File: src/mgri_pkg.sv
// Package for the general register group: offsets, fields, reset values.
package mgri_pkg;

  // ==========================================================
  // Register indices (byte-wide register address on the link)
  localparam logic [7:0] ADDR_LINK_RATE = 8'h07;
  localparam logic [7:0] ADDR_IRQ_ENABLE = 8'h08;
  localparam logic [7:0] ADDR_IRQ_PIN = 8'h09;
  localparam logic [7:0] ADDR_POWER_CFG = 8'h0A;
  localparam logic [7:0] ADDR_STATUS = 8'h06;
  localparam logic [7:0] ADDR_COMMAND = 8'h03;
  localparam logic [7:0] ADDR_PART_ID = 8'h10;
  localparam logic [7:0] ADDR_FW_REV = 8'h11;
  localparam logic [7:0] ADDR_MAX_RATE = 8'h12;
  localparam logic [7:0] ADDR_FILL_COUNT = 8'hE9;

  // ==========================================================
  // Status and enable bit positions
  localparam int BIT_CREATED = 0;
  localparam int BIT_ACTIVATED = 1;
  localparam int BIT_DATA_READY = 8;
  localparam int BIT_ERROR = 16;
  localparam int BIT_BAD_CMD = 17;
  localparam int BIT_BAD_MODE = 18;
  localparam int BIT_CREATE_FAIL = 19;
  localparam int BIT_ACTIVATE_FAIL = 20;
  localparam int BIT_WRONG_STATE = 21;
  localparam logic [31:0] CLEARABLE_MASK = 32'hFFFFFF00;

  // ==========================================================
  // Reset values and codes
  localparam logic [31:0] LINK_RATE_RESET = 32'h0001C200;
  localparam logic [31:0] ZERO_WORD = 32'h00000000;
  localparam logic [7:0] PIN_MODE_OFF = 8'h00;
  localparam logic [7:0] PIN_MODE_FOLLOW = 8'h01;
  localparam logic [31:0] CMD_CLEAR_STATUS = 32'h00000004;

  // Register request from the link front end
  typedef struct packed {
    logic valid;
    logic write;
    logic [7:0] addr;
    logic [31:0] wdata;
  } mgri_req_t;

  // Register answer to the link front end
  typedef struct packed {
    logic valid;
    logic known;
    logic [31:0] rdata;
  } mgri_rsp_t;

endpackage

File: src/mgri_regs.sv
// General register group with interrupt qualification and host interrupt pin.
// How it works
// RULE_01: Rate register drives UART, resets 0x1C200.
// RULE_02: Read-only maximum supported bit rate register.
// RULE_03: Interrupt while any enabled status bit set.
// RULE_04: Enables for created, activated, data ready.
// RULE_05: Error enables at bits sixteen to twenty.
// RULE_06: Wrong-state access enable at bit 21.
// RULE_07: Pin mode zero keeps pin inactive.
// RULE_08: Pin mode one follows interrupt condition.
// RULE_09: Read/write module power configuration register.
// RULE_10: Firmware version as major, minor, patch.
// RULE_11: Read-only result buffer fill count.
// RULE_12: Command four clears clearable status bits.
// RULE_13: Host writes via 0xF9, address, value; the host model here sends whole register requests with no 0xF9 byte.
// RULE_14: Registers 32 bits; interrupt tracks in one cycle.
`timescale 1ns/100ps
`default_nettype none

module mgri_regs #(
  parameter logic [31:0] PART_ID = 32'h00005A5A, // Arbitrary identity value
  parameter logic [7:0] FW_MAJOR = 8'h01,
  parameter logic [7:0] FW_MINOR = 8'h00,
  parameter logic [7:0] FW_PATCH = 8'h00,
  parameter logic [31:0] MAX_RATE = 32'h001E8480
) (
  input wire logic core_clk,
  input wire logic reset,
  input wire logic clk_en,
  input wire mgri_pkg::mgri_req_t req,
  output var mgri_pkg::mgri_rsp_t rsp,
  input wire logic [31:0] status_set,
  input wire logic [31:0] fill_count,
  output logic [31:0] link_rate,
  output logic [31:0] power_config,
  output logic [31:0] status,
  output logic irq_condition,
  output logic host_irq
);
  import mgri_pkg::*;

  // ==========================================================
  // Address decode
  function automatic logic hit(input logic [7:0] a, input logic [7:0] b);
    hit = (a == b);
  endfunction

  logic [31:0] link_rate_r;
  logic [31:0] irq_enable_r;
  logic [31:0] irq_pin_r;
  logic [31:0] power_cfg_r;
  logic [31:0] status_r;
  logic [31:0] status_nxt;
  mgri_rsp_t rsp_r;
  mgri_rsp_t rsp_nxt;
  logic host_irq_r;

  wire logic wr = req.valid && req.write;
  wire logic wr_rate = wr && hit(req.addr, ADDR_LINK_RATE);
  wire logic wr_enable = wr && hit(req.addr, ADDR_IRQ_ENABLE);
  wire logic wr_pin = wr && hit(req.addr, ADDR_IRQ_PIN);
  wire logic wr_power = wr && hit(req.addr, ADDR_POWER_CFG);
  wire logic clr_cmd = wr && hit(req.addr, ADDR_COMMAND)
                       && (req.wdata == CMD_CLEAR_STATUS); // RULE_12
  wire logic [31:0] fw_word = {8'h00, FW_MAJOR, FW_MINOR, FW_PATCH}; // RULE_10

  // Set wins over clear so an event arriving with the acknowledge is kept
  assign status_nxt = (clr_cmd ? (status_r & ~CLEARABLE_MASK) : status_r)
                      | status_set; // RULE_12

  // Interrupt is purely combinational so it tracks mask and status at once
  assign irq_condition = |(status_r & irq_enable_r); // RULE_03 RULE_04 RULE_05 RULE_06 RULE_14

  // Read mux; unknown addresses answer zero with known low
  always_comb begin
    rsp_nxt = '0;
    rsp_nxt.valid = req.valid;
    rsp_nxt.known = 1'b1;
    case (req.addr)
      ADDR_LINK_RATE: rsp_nxt.rdata = link_rate_r;
      ADDR_IRQ_ENABLE: rsp_nxt.rdata = irq_enable_r;
      ADDR_IRQ_PIN: rsp_nxt.rdata = irq_pin_r;
      ADDR_POWER_CFG: rsp_nxt.rdata = power_cfg_r; // RULE_09
      ADDR_STATUS: rsp_nxt.rdata = status_r;
      ADDR_COMMAND: rsp_nxt.rdata = ZERO_WORD;
      ADDR_PART_ID: rsp_nxt.rdata = PART_ID;
      ADDR_FW_REV: rsp_nxt.rdata = fw_word; // RULE_10
      ADDR_MAX_RATE: rsp_nxt.rdata = MAX_RATE; // RULE_02
      ADDR_FILL_COUNT: rsp_nxt.rdata = fill_count; // RULE_11
      default: rsp_nxt.known = 1'b0;
    endcase
    if (req.write) begin
      rsp_nxt.rdata = ZERO_WORD;
    end
  end

  // ==========================================================
  // Writable registers; read-only addresses ignore writes
  always_ff @(posedge core_clk or posedge reset) begin
    if (reset) begin
      link_rate_r <= LINK_RATE_RESET; // RULE_01
      irq_enable_r <= ZERO_WORD;
      irq_pin_r <= ZERO_WORD;
      power_cfg_r <= ZERO_WORD;
    end else if (clk_en) begin
      if (wr_rate) link_rate_r <= req.wdata; // RULE_01
      if (wr_enable) irq_enable_r <= req.wdata;
      if (wr_pin) irq_pin_r <= req.wdata;
      if (wr_power) power_cfg_r <= req.wdata; // RULE_09
    end
  end

  // Status, answer and pin flops
  always_ff @(posedge core_clk or posedge reset) begin
    if (reset) begin
      status_r <= ZERO_WORD;
      rsp_r <= '0;
      host_irq_r <= 1'b0;
    end else if (clk_en) begin
      status_r <= status_nxt;
      rsp_r <= rsp_nxt;
      host_irq_r <= (irq_pin_r[7:0] == PIN_MODE_FOLLOW) && irq_condition; // RULE_07 RULE_08
    end
  end

  assign rsp = rsp_r;
  assign link_rate = link_rate_r; // RULE_01
  assign power_config = power_cfg_r;
  assign status = status_r;
  assign host_irq = host_irq_r;

  // ==========================================================
  // Checks; each guards one register or the interrupt path above, except the freeze check, which guards four
  // Read strobes used by several checks below
  wire logic rd_fw = req.valid && !req.write && hit(req.addr, ADDR_FW_REV);
  wire logic rd_max = req.valid && !req.write && hit(req.addr, ADDR_MAX_RATE);
  wire logic rd_id = req.valid && !req.write && hit(req.addr, ADDR_PART_ID);
  wire logic rd_fill = req.valid && !req.write && hit(req.addr, ADDR_FILL_COUNT);

  // Reset value is seen at the first edge after release
  AST_RATE_RESET: assert property (@(posedge core_clk) // RULE_01
    $fell(reset) |-> link_rate == LINK_RATE_RESET)
    else $error("rate not at default after reset");

  // Combinational condition matches the masked status word
  AST_IRQ_COND: assert property (@(posedge core_clk) disable iff (reset) // RULE_03
    irq_condition == ((status & irq_enable_r) != ZERO_WORD))
    else $error("interrupt condition mismatch");

  // An empty mask never raises the condition
  AST_ZERO_MASK: assert property (@(posedge core_clk) disable iff (reset) // RULE_03
    irq_enable_r == ZERO_WORD |-> !irq_condition)
    else $error("interrupt with empty mask");

  // Pin mode zero keeps the host pin low
  AST_PIN_OFF: assert property (@(posedge core_clk) disable iff (reset) // RULE_07
    clk_en && irq_pin_r[7:0] == PIN_MODE_OFF |=> !host_irq)
    else $error("pin active in off mode");

  // Pin mode one copies the condition one cycle later
  AST_PIN_FOLLOW: assert property (@(posedge core_clk) disable iff (reset) // RULE_08
    clk_en && irq_pin_r[7:0] == PIN_MODE_FOLLOW |=> host_irq == $past(irq_condition))
    else $error("pin does not follow interrupt");

  // Clear command with no new event empties the clearable upper three bytes
  AST_CLEAR: assert property (@(posedge core_clk) disable iff (reset) // RULE_12
    clk_en && clr_cmd && status_set == ZERO_WORD |=> (status & CLEARABLE_MASK) == ZERO_WORD)
    else $error("clear command left bits");

  // The clear command never touches the low, non-clearable byte
  AST_LOW_KEPT: assert property (@(posedge core_clk) disable iff (reset) // RULE_12
    clk_en && clr_cmd |=> ($past(status) & ~CLEARABLE_MASK & ~status) == ZERO_WORD)
    else $error("low status bits lost on clear");

  // Without a clear command status bits are sticky
  AST_STICKY: assert property (@(posedge core_clk) disable iff (reset) // RULE_12
    clk_en && !clr_cmd |=> (status & $past(status)) == $past(status))
    else $error("status bit dropped without clear");

  // A wrong-state event taken with clock enable high is never lost, even beside a clear
  AST_SET_WINS: assert property (@(posedge core_clk) disable iff (reset) // RULE_06
    clk_en && status_set[BIT_WRONG_STATE] |=> status[BIT_WRONG_STATE])
    else $error("event lost");

  // Data-ready event with its enable set raises the condition
  AST_DATA_READY: assert property (@(posedge core_clk) disable iff (reset) // RULE_04
    clk_en && !wr_enable && irq_enable_r[BIT_DATA_READY] && status_set[BIT_DATA_READY]
    |=> irq_condition)
    else $error("data ready did not interrupt");

  // Activation-failure event with its enable set raises the condition
  AST_ACT_FAIL: assert property (@(posedge core_clk) disable iff (reset) // RULE_05
    clk_en && !wr_enable && irq_enable_r[BIT_ACTIVATE_FAIL] && status_set[BIT_ACTIVATE_FAIL]
    |=> irq_condition)
    else $error("activation failure did not interrupt");

  // Writes land in the addressed register at the next edge
  AST_RATE_WRITE: assert property (@(posedge core_clk) disable iff (reset) // RULE_01
    clk_en && wr_rate |=> link_rate == $past(req.wdata))
    else $error("rate write lost");
  AST_ENABLE_WRITE: assert property (@(posedge core_clk) disable iff (reset) // RULE_03
    clk_en && wr_enable |=> irq_enable_r == $past(req.wdata))
    else $error("enable write lost");
  AST_PIN_WRITE: assert property (@(posedge core_clk) disable iff (reset) // RULE_07
    clk_en && wr_pin |=> irq_pin_r == $past(req.wdata))
    else $error("pin mode write lost");
  AST_POWER_WRITE: assert property (@(posedge core_clk) disable iff (reset) // RULE_09
    clk_en && wr_power |=> power_config == $past(req.wdata))
    else $error("power write lost");

  // Read-only words answer with their fixed or live values
  AST_FW_READ: assert property (@(posedge core_clk) disable iff (reset) // RULE_10
    clk_en && rd_fw |=> rsp.rdata == fw_word)
    else $error("version read wrong");
  AST_MAX_RO: assert property (@(posedge core_clk) disable iff (reset) // RULE_02
    clk_en && rd_max |=> rsp.rdata == MAX_RATE)
    else $error("max rate read wrong");
  AST_ID_READ: assert property (@(posedge core_clk) disable iff (reset) // RULE_14
    clk_en && rd_id |=> rsp.rdata == PART_ID)
    else $error("identity read wrong");
  AST_FILL_READ: assert property (@(posedge core_clk) disable iff (reset) // RULE_11
    clk_en && rd_fill |=> rsp.rdata == $past(fill_count))
    else $error("fill count read wrong");

  // Every taken request is answered one cycle later, writes with zero data
  AST_ANSWER: assert property (@(posedge core_clk) disable iff (reset) // RULE_14
    clk_en && req.valid |=> rsp.valid)
    else $error("request not answered");
  AST_NO_ANSWER: assert property (@(posedge core_clk) disable iff (reset) // RULE_14
    clk_en && !req.valid |=> !rsp.valid)
    else $error("answer without request");
  AST_WRITE_ZERO: assert property (@(posedge core_clk) disable iff (reset) // RULE_14
    clk_en && req.valid && req.write |=> rsp.rdata == ZERO_WORD)
    else $error("write answer carried data");

  // A low clock enable freezes every register, so no event slips in
  AST_FREEZE: assert property (@(posedge core_clk) disable iff (reset) // RULE_14
    !clk_en |=> $stable(status) && $stable(link_rate) && $stable(host_irq) && $stable(rsp))
    else $error("state moved while frozen");

  // Main scenarios worth seeing at least once
  COV_IRQ: cover property (@(posedge core_clk) disable iff (reset) $rose(host_irq));
  COV_CLEAR: cover property (@(posedge core_clk) disable iff (reset) clr_cmd && irq_condition);
  COV_UNMAPPED: cover property (@(posedge core_clk) disable iff (reset) rsp.valid && !rsp.known);
  COV_SET_CLEAR: cover property (@(posedge core_clk) disable iff (reset)
    clk_en && clr_cmd && status_set != ZERO_WORD);

endmodule
`default_nettype wire

File: config.mk
export PLATFORM = sky130hd
export DESIGN_NAME = mgri_regs
export DESIGN_NICKNAME = d
export VERILOG_FILES = /design/src/mgri_pkg.sv /design/src/mgri_regs.sv
export SDC_FILE = /design/constraint.sdc
export NUM_CORES = 1
export LEC_CHECK = 0
export ABC_AREA = 1
export ABC_CLOCK_PERIOD_IN_PS = 6500
export BUFFER_PORTS_ARGS = -buffer_cell sky130_fd_sc_hd__buf_2
export CAP_MARGIN = 25
export CORE_ASPECT_RATIO = 0.75
export CORE_MARGIN = 8
export CORE_UTILIZATION = 49
export CTS_BUF_LIST = sky130_fd_sc_hd__clkbuf_8 sky130_fd_sc_hd__clkbuf_16
export CTS_CLUSTER_SIZE = 28
export DETAILED_ROUTE_END_ITERATION = 10
export PLACE_DENSITY = 0.89
export REMOVE_ABC_BUFFERS = 1
export SLEW_MARGIN = 20
export SYNTH_ARGS = -nofsm -noshare
export SYNTH_HDL_FRONTEND = slang
export SYNTH_SLANG_ARGS = --single-unit
File: constraint.sdc
create_clock -name core_clk -period 6.5 [get_ports core_clk]
set_clock_uncertainty 0.1 [all_clocks]
set_input_delay 1.3 -clock core_clk [delete_from_list [all_inputs] [get_ports core_clk]]
set_output_delay 1.3 -clock core_clk [all_outputs]
set_load 0.02 [all_outputs]
== Word-level counts from Yosys, hierarchy flattened ==
Cells that the tools add are included.
Word-level totals
  output and inout bits: 132
  register bits after elaboration: 195
  word-level logic and storage cells: 41
  input port bits: 109
Operators by class
  multiplexer cells: 4
  reduce and logical (&&, ||, !) cells: 14
  bitwise operators: 2
  eq/ne operators: 12
Operator list (count)
  32-bit case mux with 9 select lines: 1
  32-bit two-way mux: 2
  32-bit AND: 1
  32-bit by 3-bit equality test with 1-bit output, second input constant: 1
  32-bit bitwise OR: 1
  32-bit OR reduction: 1
  8-bit by 4-bit equality test with 1-bit output, second input constant: 3
  8-bit by 5-bit equality test with 1-bit output, second input constant: 3
  8-bit by 3-bit equality test with 1-bit output, second input constant: 2
  10-bit OR reduction: 1
  8-bit by 1-bit equality test with 1-bit output, second input constant: 1
  8-bit by 2-bit equality test with 1-bit output, second input constant: 1
  8-bit equality test, second input constant: 1
  1-bit logical AND: 8
  2-bit AND reduction: 4
  1-bit two-way mux: 1

== Longest topological paths before layout ==
Gate-level depths: netlist of the first run.
  word-level depth: 5
  depth in mapped cells: 11
  mapped depth without buffers: 10

== Worst setup path after synthesis of the first run ==
OpenSTA, ideal clock, no wires.
  kind: input to register
  start: input req[36] (netlist name)
  end: register irq_enable_r[11]
  slack: 3.974 ns
  path buffers: 2
  data arrival time: 2.293 ns
  required time: 6.267 ns
  setup time: 0.133 ns
  cell stages on the path: 8
  path through: inv_1 nand2_1 nor2_4 buf_4 nand3_2 clkbuf_1 nand2_1 o21ai_0
Between the ends
  longest elaborated chain between the ends: 3
Ends and longest elaborated chain
  start, declared: RTL line mgri_regs.sv:30  | input wire mgri_pkg::mgri_req_t req,
  8-bit by 4-bit equality test with 1-bit output: RTL line mgri_regs.sv:45  | hit = (a == b);
  1-bit logical AND: RTL line mgri_regs.sv:60  | wire logic wr_enable = wr && hit(req.addr, ADDR_IRQ_ENABLE);
  2-bit AND reduction (no line)
  end signal, assigned: RTL line mgri_regs.sv:107  | if (wr_enable) irq_enable_r <= req.wdata;
  end, declared: RTL line mgri_regs.sv:49  | logic [31:0] irq_enable_r;
No other way between the ends.
A chain may end at the register's enable or synchronous reset.

== Worst setup path after layout of the first run ==
  start: input req[34] (netlist name)
  end: register rsp_r, in the netlist rsp[3]
Between the ends
  longest elaborated chain between the ends: 3
  elaborated cells on any way between the ends: 11
  classes of those cells: eq/ne: 9; mux: 2
Ends and longest elaborated chain
  8-bit equality test (tied with other cells): RTL line mgri_regs.sv:79  | case (req.addr)
  32-bit case mux with 9 select lines (*): RTL line mgri_regs.sv:79
  32-bit two-way mux (*): RTL line mgri_regs.sv:92  | if (req.write) begin
  end signal, assigned: RTL line mgri_regs.sv:121  | rsp_r <= rsp_nxt;
  end, declared: RTL line mgri_regs.sv:54  | mgri_rsp_t rsp_r;
Mark *: on every way between the ends. The rest lies on a longest branch, timed or not.

==> results of run 1 <==
layout make-up:
cell class	count	share of cell area (%)
Antenna cell	2	0.04338
Clock buffer	19	3.926
Clock inverter	13	1.269
Inverter	115	3.850
Multi-Input combinational cell	902	34.24
Sequential cell	195	42.34
Tap cell	253	2.744
Timing Repair Buffer	252	11.58
metrics by stage:
stage	cell area, um^2	utilization, %	total power [W]
CTS	11480	59.57	0.002506
global placement	10880	56.46	0.001432
global route	11530	59.84	0.002571
detailed placement	10880	56.46	0.001436
finish	11540	59.87	0.002502
floorplan	9254	-	0.001342
sequential cells by signal (all words and copies together) (netlist names):
signal        count
power_config     32
rsp              34
irq_enable_r     32
irq_pin_r        32
host_irq          1
status           32
link_rate        32
logic make-up after synthesis:
| logic type | Yosys count | share of synthesized area, % |
|---|---|---|
| and+or+nand+nor | 751 | 33.08 |
| buffers and inverters | 184 | 7.806 |
| AOI/OAI and AO/OA | 151 | 8.068 |
| DFF | 195 | 51.05 |
power breakdown:
part	switching, W	total [W]	internal, W
clock	0.000466	0.00109	0.000622
sequential	0.00000965	0.00124	0.00123
combinational	0.000129	0.000179	0.0000501
metal layers:
layer  vias up  track usage, %  share of wire, %
li1       4487               -                 -
met1      4531           34.54                40
met2       578           41.01                46
met3        75           6.782                11
met4         4           9.515               2.4
met5         -               0             0.097
Yosys cell counts:
cell and count:
and2_0 1, dfrtp_1 191, nand4_1 13, a21o_1 1, nor2_2 3, nor4_1 1, buf_4 6, inv_1 109
o21ai_1 12, buf_2 27, a21oi_4 1, o211ai_1 1, nor3_1 3, clkbuf_1 32, nand3_2 3, nor2_1 84
nor2_4 4, nand2_2 3, nand3_4 1, dfstp_2 4, o21ai_0 136, buf_1 4, inv_2 6, nand2_1 455
nand3_1 179, nor3b_1 1
final timing paths:
check | cells past startpoint | slack [ns] | to
worst min register to register | 2 | 0.38 | rsp[29]
max in group asynchronous | 3 | 4.28 | irq_enable_r[17]
worst min-delay path | 2 | 0.38 | rsp[29]
worst max-delay path | 12 | 2.73 | rsp[3]
min in group asynchronous | 2 | 0.91 | status[31]
worst max register to register | 8 | 4.87 | host_irq
worst register-to-register path: stages, from the launching register on:
cell,delay [ns]
dfrtp_1,0.42
nand2_1,0.10
nand2_1,0.06
nor2_1,0.20
nand2_1,0.08
nor2_1,0.17
nand3_1,0.22
nand2_1,0.13
nand2_1,0.06
==> impl_metrics.sql, run 1 <==
INSERT INTO impl_metrics (metric_group, metric, value, unit) VALUES
('timing', 'timing.final.crit_period', '3.768', 'ns'),
('run', 'drv.max_cap_violation_count', '0', ''),
('timing', 'tns_setup', '0', 'ns'),
('die', 'fp.dieW', '177.4', 'um'),
('timing', 'fin_hold_ws', '0.3793', 'ns'),
('clock_network', 'cts_htree_levels', '4', ''),
('timing', 'report.final.slew_viol_count', '0', ''),
('grt', 'grt_max_degree', '153', ''),
('clock_network', 'tritoncts_num_sinks', '195', ''),
('timing', 'worst_slack', '2.732', 'ns'),
('synthesis', 'synth_sequential_area_ratio', '51.05', '%'),
('status', 'outcome', 'finished clean', ''),
('final_layout', 'area_growth', '20.55', '%'),
('clock_network', 'cts_hold_buffers', '0', ''),
('grt', 'globalRouteOverflowTotal', '0', ''),
('power', 'max_vdd_drop', '0.1196', 'mV'),
('timing', 'setup_viol', '0', ''),
('place', 'gpl.final_weighted_congestion', '0.8355', ''),
('synthesis', 'synth_cell_types', '26', ''),
('synthesis', 'mappedNetlistArea', '9569', 'um^2'),
('critical_path', 'timing.critical_path.from_type', 'primary input', ''),
('detailed_routing', 'via_count', '9675', ''),
('critical_path', 'critical_path.startpoint', 'req[34]', ''),
('place', 'place.detailed.instances', '1715', ''),
('clock_network', 'tritoncts', 'built', ''),
('clock_network', 'postCtsResizedCells', '0', ''),
('min_path', 'hold_path_class', 'flip-flop to flip-flop', ''),
('die', 'num_rows', '44', ''),
('critical_path', 'cpPeakStageDelay', '0.56', 'ns'),
('die', 'core', '19270', 'um^2'),
('critical_path', 'cp_cell_instances', 'buf_2 > inv_1 > nand2_2 > nor2_4 > buf_4 > nand2_1 > nand2_1 > nor2_2 > a21oi_4 > buf_16 > nand2_1 > nand2_1', ''),
('place', 'dp_hpwl', '21410', 'um'),
('critical_path', 'crit_type', 'primary input to flip-flop', ''),
('clock_network', 'post_cts_setup_buffer_count', '0', ''),
('final_layout', 'n_fill_cell', '1730', ''),
('critical_path', 'crit_top_cell', 'nand2_1', ''),
('detailed_routing', 'drc', '0', ''),
('final_layout', 'multi_input_area', '3950', 'um^2'),
('power', 'power.leakage', '6.400', 'nW'),
('critical_path', 'critical_path.endpoint_type', 'flip-flop', ''),
('clock_network', 'insertion_delay', '0.44', 'ns'),
('place', 'dp_slack', '2.153', 'ns'),
('die', 'die_area', '24300', 'um^2'),
('die', 'boundaryPins', '241', ''),
('synthesis', 'synth_top_cell_area_share', '49.95', '%'),
('final_layout', 'finalNetCount', '1592', ''),
('clock_network', 'root_buffer', 'clkbuf_16', ''),
('final_layout', 'area.sequential', '4885', 'um^2'),
('power', 'powerDensity', '216.9', 'nW/um^2'),
('critical_path', 'critPathMaxFanout', '51', ''),
('synthesis', 'yosys.area.top_type', 'dfrtp_1', ''),
('grt', 'grt_use_total', '26.13', '%'),
('grt', 'number_of_antenna_violations_at_the_first_check_in_global_routing', '4', ''),
('detailed_routing', 'totalWireLength', '32020', 'um'),
('detailed_routing', 'final_antenna_net_count', '0', ''),
('critical_path', 'critical_path.slowest_cell', 'nand2_1', ''),
('synthesis', 'synth.ff_latch_count', '195', ''),
('min_path', 'worst_hold_startpoint', 'rsp[29]', ''),
('detailed_routing', 'drt-wirelength-per-cell', '18.29', 'um'),
('timing', 'grt_setup_unrepaired', 'no', ''),
('timing', 'report.final.hold_viol_count', '0', ''),
('detailed_routing', 'drt_pre_antenna_iters', '6', ''),
('clock_network', 'cts_buffers', '17', ''),
('clock_network', 'cts.path.max_buffers', '2', ''),
('critical_path', 'arrival', '4.03', 'ns'),
('synthesis', 'syn_area_per_cell', '7.470', 'um^2'),
('critical_path', 'regToRegStartpoint', 'status[7]', ''),
('synthesis', 'synth.area.top_cells', 'dfrtp_1 (50%), nand2_1 (18%), nand3_1 (9.4%), o21ai_0 (7.1%), inv_1 (4.3%)', ''),
('timing', 'timing.max_slew.rel_slack', '41.20', '%'),
('final_layout', 'mostFrequentLayoutCells', 'nand2_1 (455), buf_2 (240), dfrtp_1 (191)', ''),
('detailed_routing', 'detailedRoute.firstIterationViolations', '1190', '');
Power figures use the tool's default switching activity.
==> run 2, diff against run 1 <==
--- a/config.mk
+++ b/config.mk
@@ -5,13 +5,13 @@
 export SDC_FILE = /design/constraint.sdc
 export NUM_CORES = 1
 export LEC_CHECK = 0
-export ABC_AREA = 1
-export ABC_CLOCK_PERIOD_IN_PS = 6500
+export ABC_AREA = 0
+export ABC_CLOCK_PERIOD_IN_PS = 3100
 export BUFFER_PORTS_ARGS = -buffer_cell sky130_fd_sc_hd__buf_2
 export CAP_MARGIN = 25
 export CORE_ASPECT_RATIO = 0.75
 export CORE_MARGIN = 8
-export CORE_UTILIZATION = 49
+export CORE_UTILIZATION = 48
 export CTS_BUF_LIST = sky130_fd_sc_hd__clkbuf_8 sky130_fd_sc_hd__clkbuf_16
 export CTS_CLUSTER_SIZE = 28
 export DETAILED_ROUTE_END_ITERATION = 10
==> constraint.sdc (replaced) <==
create_clock -name core_clk -period 3.1 [get_ports core_clk]
set_clock_uncertainty 0.1 [all_clocks]
set_input_delay 0.62 -clock core_clk [delete_from_list [all_inputs] [get_ports core_clk]]
set_output_delay 0.62 -clock core_clk [all_outputs]
set_load 0.02 [all_outputs]
==> impl_metrics.sql, run 2 <==
INSERT INTO impl_metrics (metric_group, metric, value, unit) VALUES
('status', 'outcome', 'finished clean', ''),
('die', 'initial_utilization', '49.17', '%'),
('clock_network', 'root_buffer', 'clkbuf_16', ''),
('critical_path', 'arrival', '2.24', 'ns'),
('synthesis', 'edff_count_synth', '0', ''),
('detailed_routing', 'route.detailed.vias_per_inst', '6.580', ''),
('synthesis', 'yosys.area.top_type', 'dfrtp_1', ''),
('timing', 'fmax', '338.4', 'MHz'),
('power', 'power.leakage', '5.561', 'nW'),
('synthesis', 'yosys.cell_count.top_type', 'dfrtp_1', ''),
('critical_path', 'cp_cell_instances', 'a22oi_1 > nand4_1 > or4_1 > buf_2', ''),
('place', 'postPlaceCellArea', '10860', 'um^2'),
('timing', 'worst_slack', '0.1446', 'ns'),
('synthesis', 'post_synth_inst_count', '711', ''),
('clock_network', 'tritoncts', 'built', ''),
('die', 'fp.dieW', '175.5', 'um'),
('grt', 'grt_pass1_wl', '50040', 'um'),
('critical_path', 'worst_r2r_path_depth', '4', ''),
('grt', 'grt_max_degree', '84', ''),
('clock_network', 'cts.clk_slew.worst_paths', '0.07', 'ns'),
('detailed_routing', 'drt-wirelength-per-cell', '27.35', 'um'),
('timing', 'tightestPinTransition', '0.6678', 'ns'),
('grt', 'first_global_vias', '8151', ''),
('timing', 'timing.max_slew.rel_slack', '55.38', '%'),
('critical_path', 'timing.critical_path.required', '2.38', 'ns'),
('synthesis', 'synth_cell_types', '43', ''),
('power', 'max_vdd_drop', '0.3080', 'mV'),
('min_path', 'hold_path_class', 'primary input to asynchronous set/reset pin', ''),
('final_layout', 'layout.cells.most_common', 'buf_2', ''),
('clock_network', 'cts.path.max_buffers', '2', ''),
('place', 'numPortBuffers', '240', ''),
('timing', 'grt_setup_unrepaired', 'no', ''),
('final_layout', 'stdcell_area', '11480', 'um^2'),
('grt', 'grt_use_total', '27.52', '%'),
('final_layout', 'largest_register_ffs', '34', ''),
('grt', 'number_of_antenna_violations_at_the_first_check_in_global_routing', '3', ''),
('power', 'powerDensity', '462.2', 'nW/um^2'),
('synthesis', 'synth.ff_latch_count', '195', ''),
('final_layout', 'insertedDiodeCount', '0', ''),
('place', 'gpl.final_weighted_congestion', '0.8812', ''),
('critical_path', 'cpPeakStageDelay', '0.51', 'ns'),
('timing', 'report.final.slew_viol_count', '0', ''),
('timing', 'setup_viol', '0', ''),
('critical_path', 'timing.critical_path.from_type', 'flip-flop', ''),
('synthesis', 'yosys-top-cells-count', 'dfrtp_1 (191), mux2_2 (97), a22oi_1 (57)', ''),
('run', 'drv.max_cap_violation_count', '0', ''),
('clock_network', 'tritoncts_num_sinks', '195', ''),
('critical_path', 'critical_path.slowest_cell', 'or4_1', ''),
('synthesis', 'mappedNetlistArea', '9153', 'um^2'),
('synthesis', 'postSynth.topFlopCell', 'dfrtp_1', ''),
('clock_network', 'cts_buffers', '17', ''),
('synthesis', 'synth_sequential_area_ratio', '53.37', '%'),
('clock_network', 'insertion_delay', '0.44', 'ns'),
('die', 'die_area', '23790', 'um^2'),
('synthesis', 'synth-async-reset-ratio', '100.0', '%'),
('synthesis', 'syn_area_per_cell', '12.87', 'um^2'),
('final_layout', 'area.sequential', '4885', 'um^2'),
('die', 'num_rows', '43', ''),
('die', 'boundaryPins', '241', ''),
('timing', 'period_share', '95.34', '%'),
('detailed_routing', 'final_antenna_net_count', '0', ''),
('final_layout', 'area_growth', '25.44', '%'),
('final_layout', 'mostFrequentLayoutCells', 'buf_2 (240), dfrtp_1 (191), mux2_2 (97)', ''),
('detailed_routing', 'drt_pre_antenna_iters', '7', ''),
('critical_path', 'critical_path.endpoint_type', 'output pin', ''),
('timing', 'timing.final.crit_period', '2.955', 'ns'),
('clock_network', 'post_cts_setup_buffer_count', '0', ''),
('clock_network', 'postCtsResizedCells', '0', ''),
('clock_network', 'cts_hold_buffers', '0', ''),
('detailed_routing', 'detailedRoute.firstIterationViolations', '1282', ''),
('place', 'dp_slack', '0.2915', 'ns'),
('synthesis', 'synth.area.top_cells', 'dfrtp_1 (52%), mux2_2 (12%), mux2_4 (4.9%), a22oi_1 (4.7%), mux2i_1 (2.5%)', ''),
('power', 'finalPower', '0.005306', 'W'),
('grt', 'globalRouteOverflowTotal', '0', ''),
('clock_network', 'cts_htree_levels', '4', ''),
('detailed_routing', 'drc', '0', ''),
('synthesis', 'synth_top_cell_area_share', '52.22', '%'),
('final_layout', 'finalNetCount', '1063', ''),
('final_layout', 'multi_input_area', '4060', 'um^2'),
('detailed_routing', 'totalWireLength', '33200', 'um'),
('synthesis', 'synth-warning-count', '0', ''),
('critical_path', 'critPathMaxFanout', '4', ''),
('die', 'core', '18620', 'um^2'),
('timing', 'report.final.hold_viol_count', '0', ''),
('final_layout', 'n_fill_cell', '1476', ''),
('detailed_routing', 'via_count', '7988', ''),
('place', 'dp_hpwl', '23600', 'um'),
('critical_path', 'crit_type', 'flip-flop to output pin', ''),
('die', 'chipHeight', '135.6', 'um'),
('final_layout', 'post_route_cells_drive_above_1_share', '47.16', '%');
[run 2: worst max-delay path: cells and delay by family (launching register included)]
| family | cells | cell delay (ns) |
|---|---|---|
| flip-flops | 1 | 0.42 |
| AND/OR/NAND/NOR | 2 | 0.75 |
| buffers and inverters | 1 | 0.19 |
| AO/OA/AOI/OAI | 1 | 0.44 |
[run 2: worst paths after layout]
kind | to | slack, ns | from
worst max-delay path | irq_condition | 0.14 | status[16]
worst min-delay path | status[1] | 0.16 | reset
worst max register to register | host_irq | 1.08 | status[16]
worst min register to register | host_irq | 0.41 | host_irq
max in group asynchronous | link_rate[9] | 1.95 | reset
min in group core_clk | status[1] | 0.28 | status_set[1]
[run 2: kinds of logic (layout without fill, tap and decap cells)]
family | Yosys count | in the layout | share of synthesized area, %
DFF | 195 | 195 | 53.37
AOI/OAI and AO/OA | 175 | 175 | 15.82
muxes | 153 | 153 | 19.74
and+or+nand+nor | 127 | 127 | 8.161
buffers and inverters | 61 | 317 | 2.912
[run 2: final cells by class]
| class | count | area share [%] |
|---|---|---|
| Timing Repair Buffer | 281 | 13.80 |
| Clock buffer | 20 | 4.065 |
| Tap cell | 247 | 2.692 |
| Clock inverter | 12 | 1.340 |
| Inverter | 4 | 0.1962 |
| Multi-Input combinational cell | 455 | 35.36 |
| Sequential cell | 195 | 42.55 |
[run 2: metrics by stage]
stage          hold WS (ns)  TNS [ns]  std cells  util (%)
2_1_floorplan        0.3651   -733.13        654         -
3_3_place_gp         0.3872         0       1182     58.34
3_5_place_dp         0.3941         0       1182     58.34
4_1_cts              0.1909         0       1214     61.68
5_1_grt              0.2093         0       1214     61.68
6_report             0.1556         0       1214     61.68
[run 2: power by group]
part           internal, W  total [W]  switching (W)
Combinational     0.000136   0.000394       0.000258
Sequential         0.00257    0.00259      0.0000227
Clock              0.00134    0.00232       0.000981
[run 2: routing by layer]
| metal | routed length, um | GRT usage [%] |
|---|---|---|
| met1 | 13470 | 36.70 |
| met2 | 14790 | 41.65 |
| met3 | 3923 | 9.025 |
| met4 | 986 | 9.441 |
| met5 | 27 | 0 |
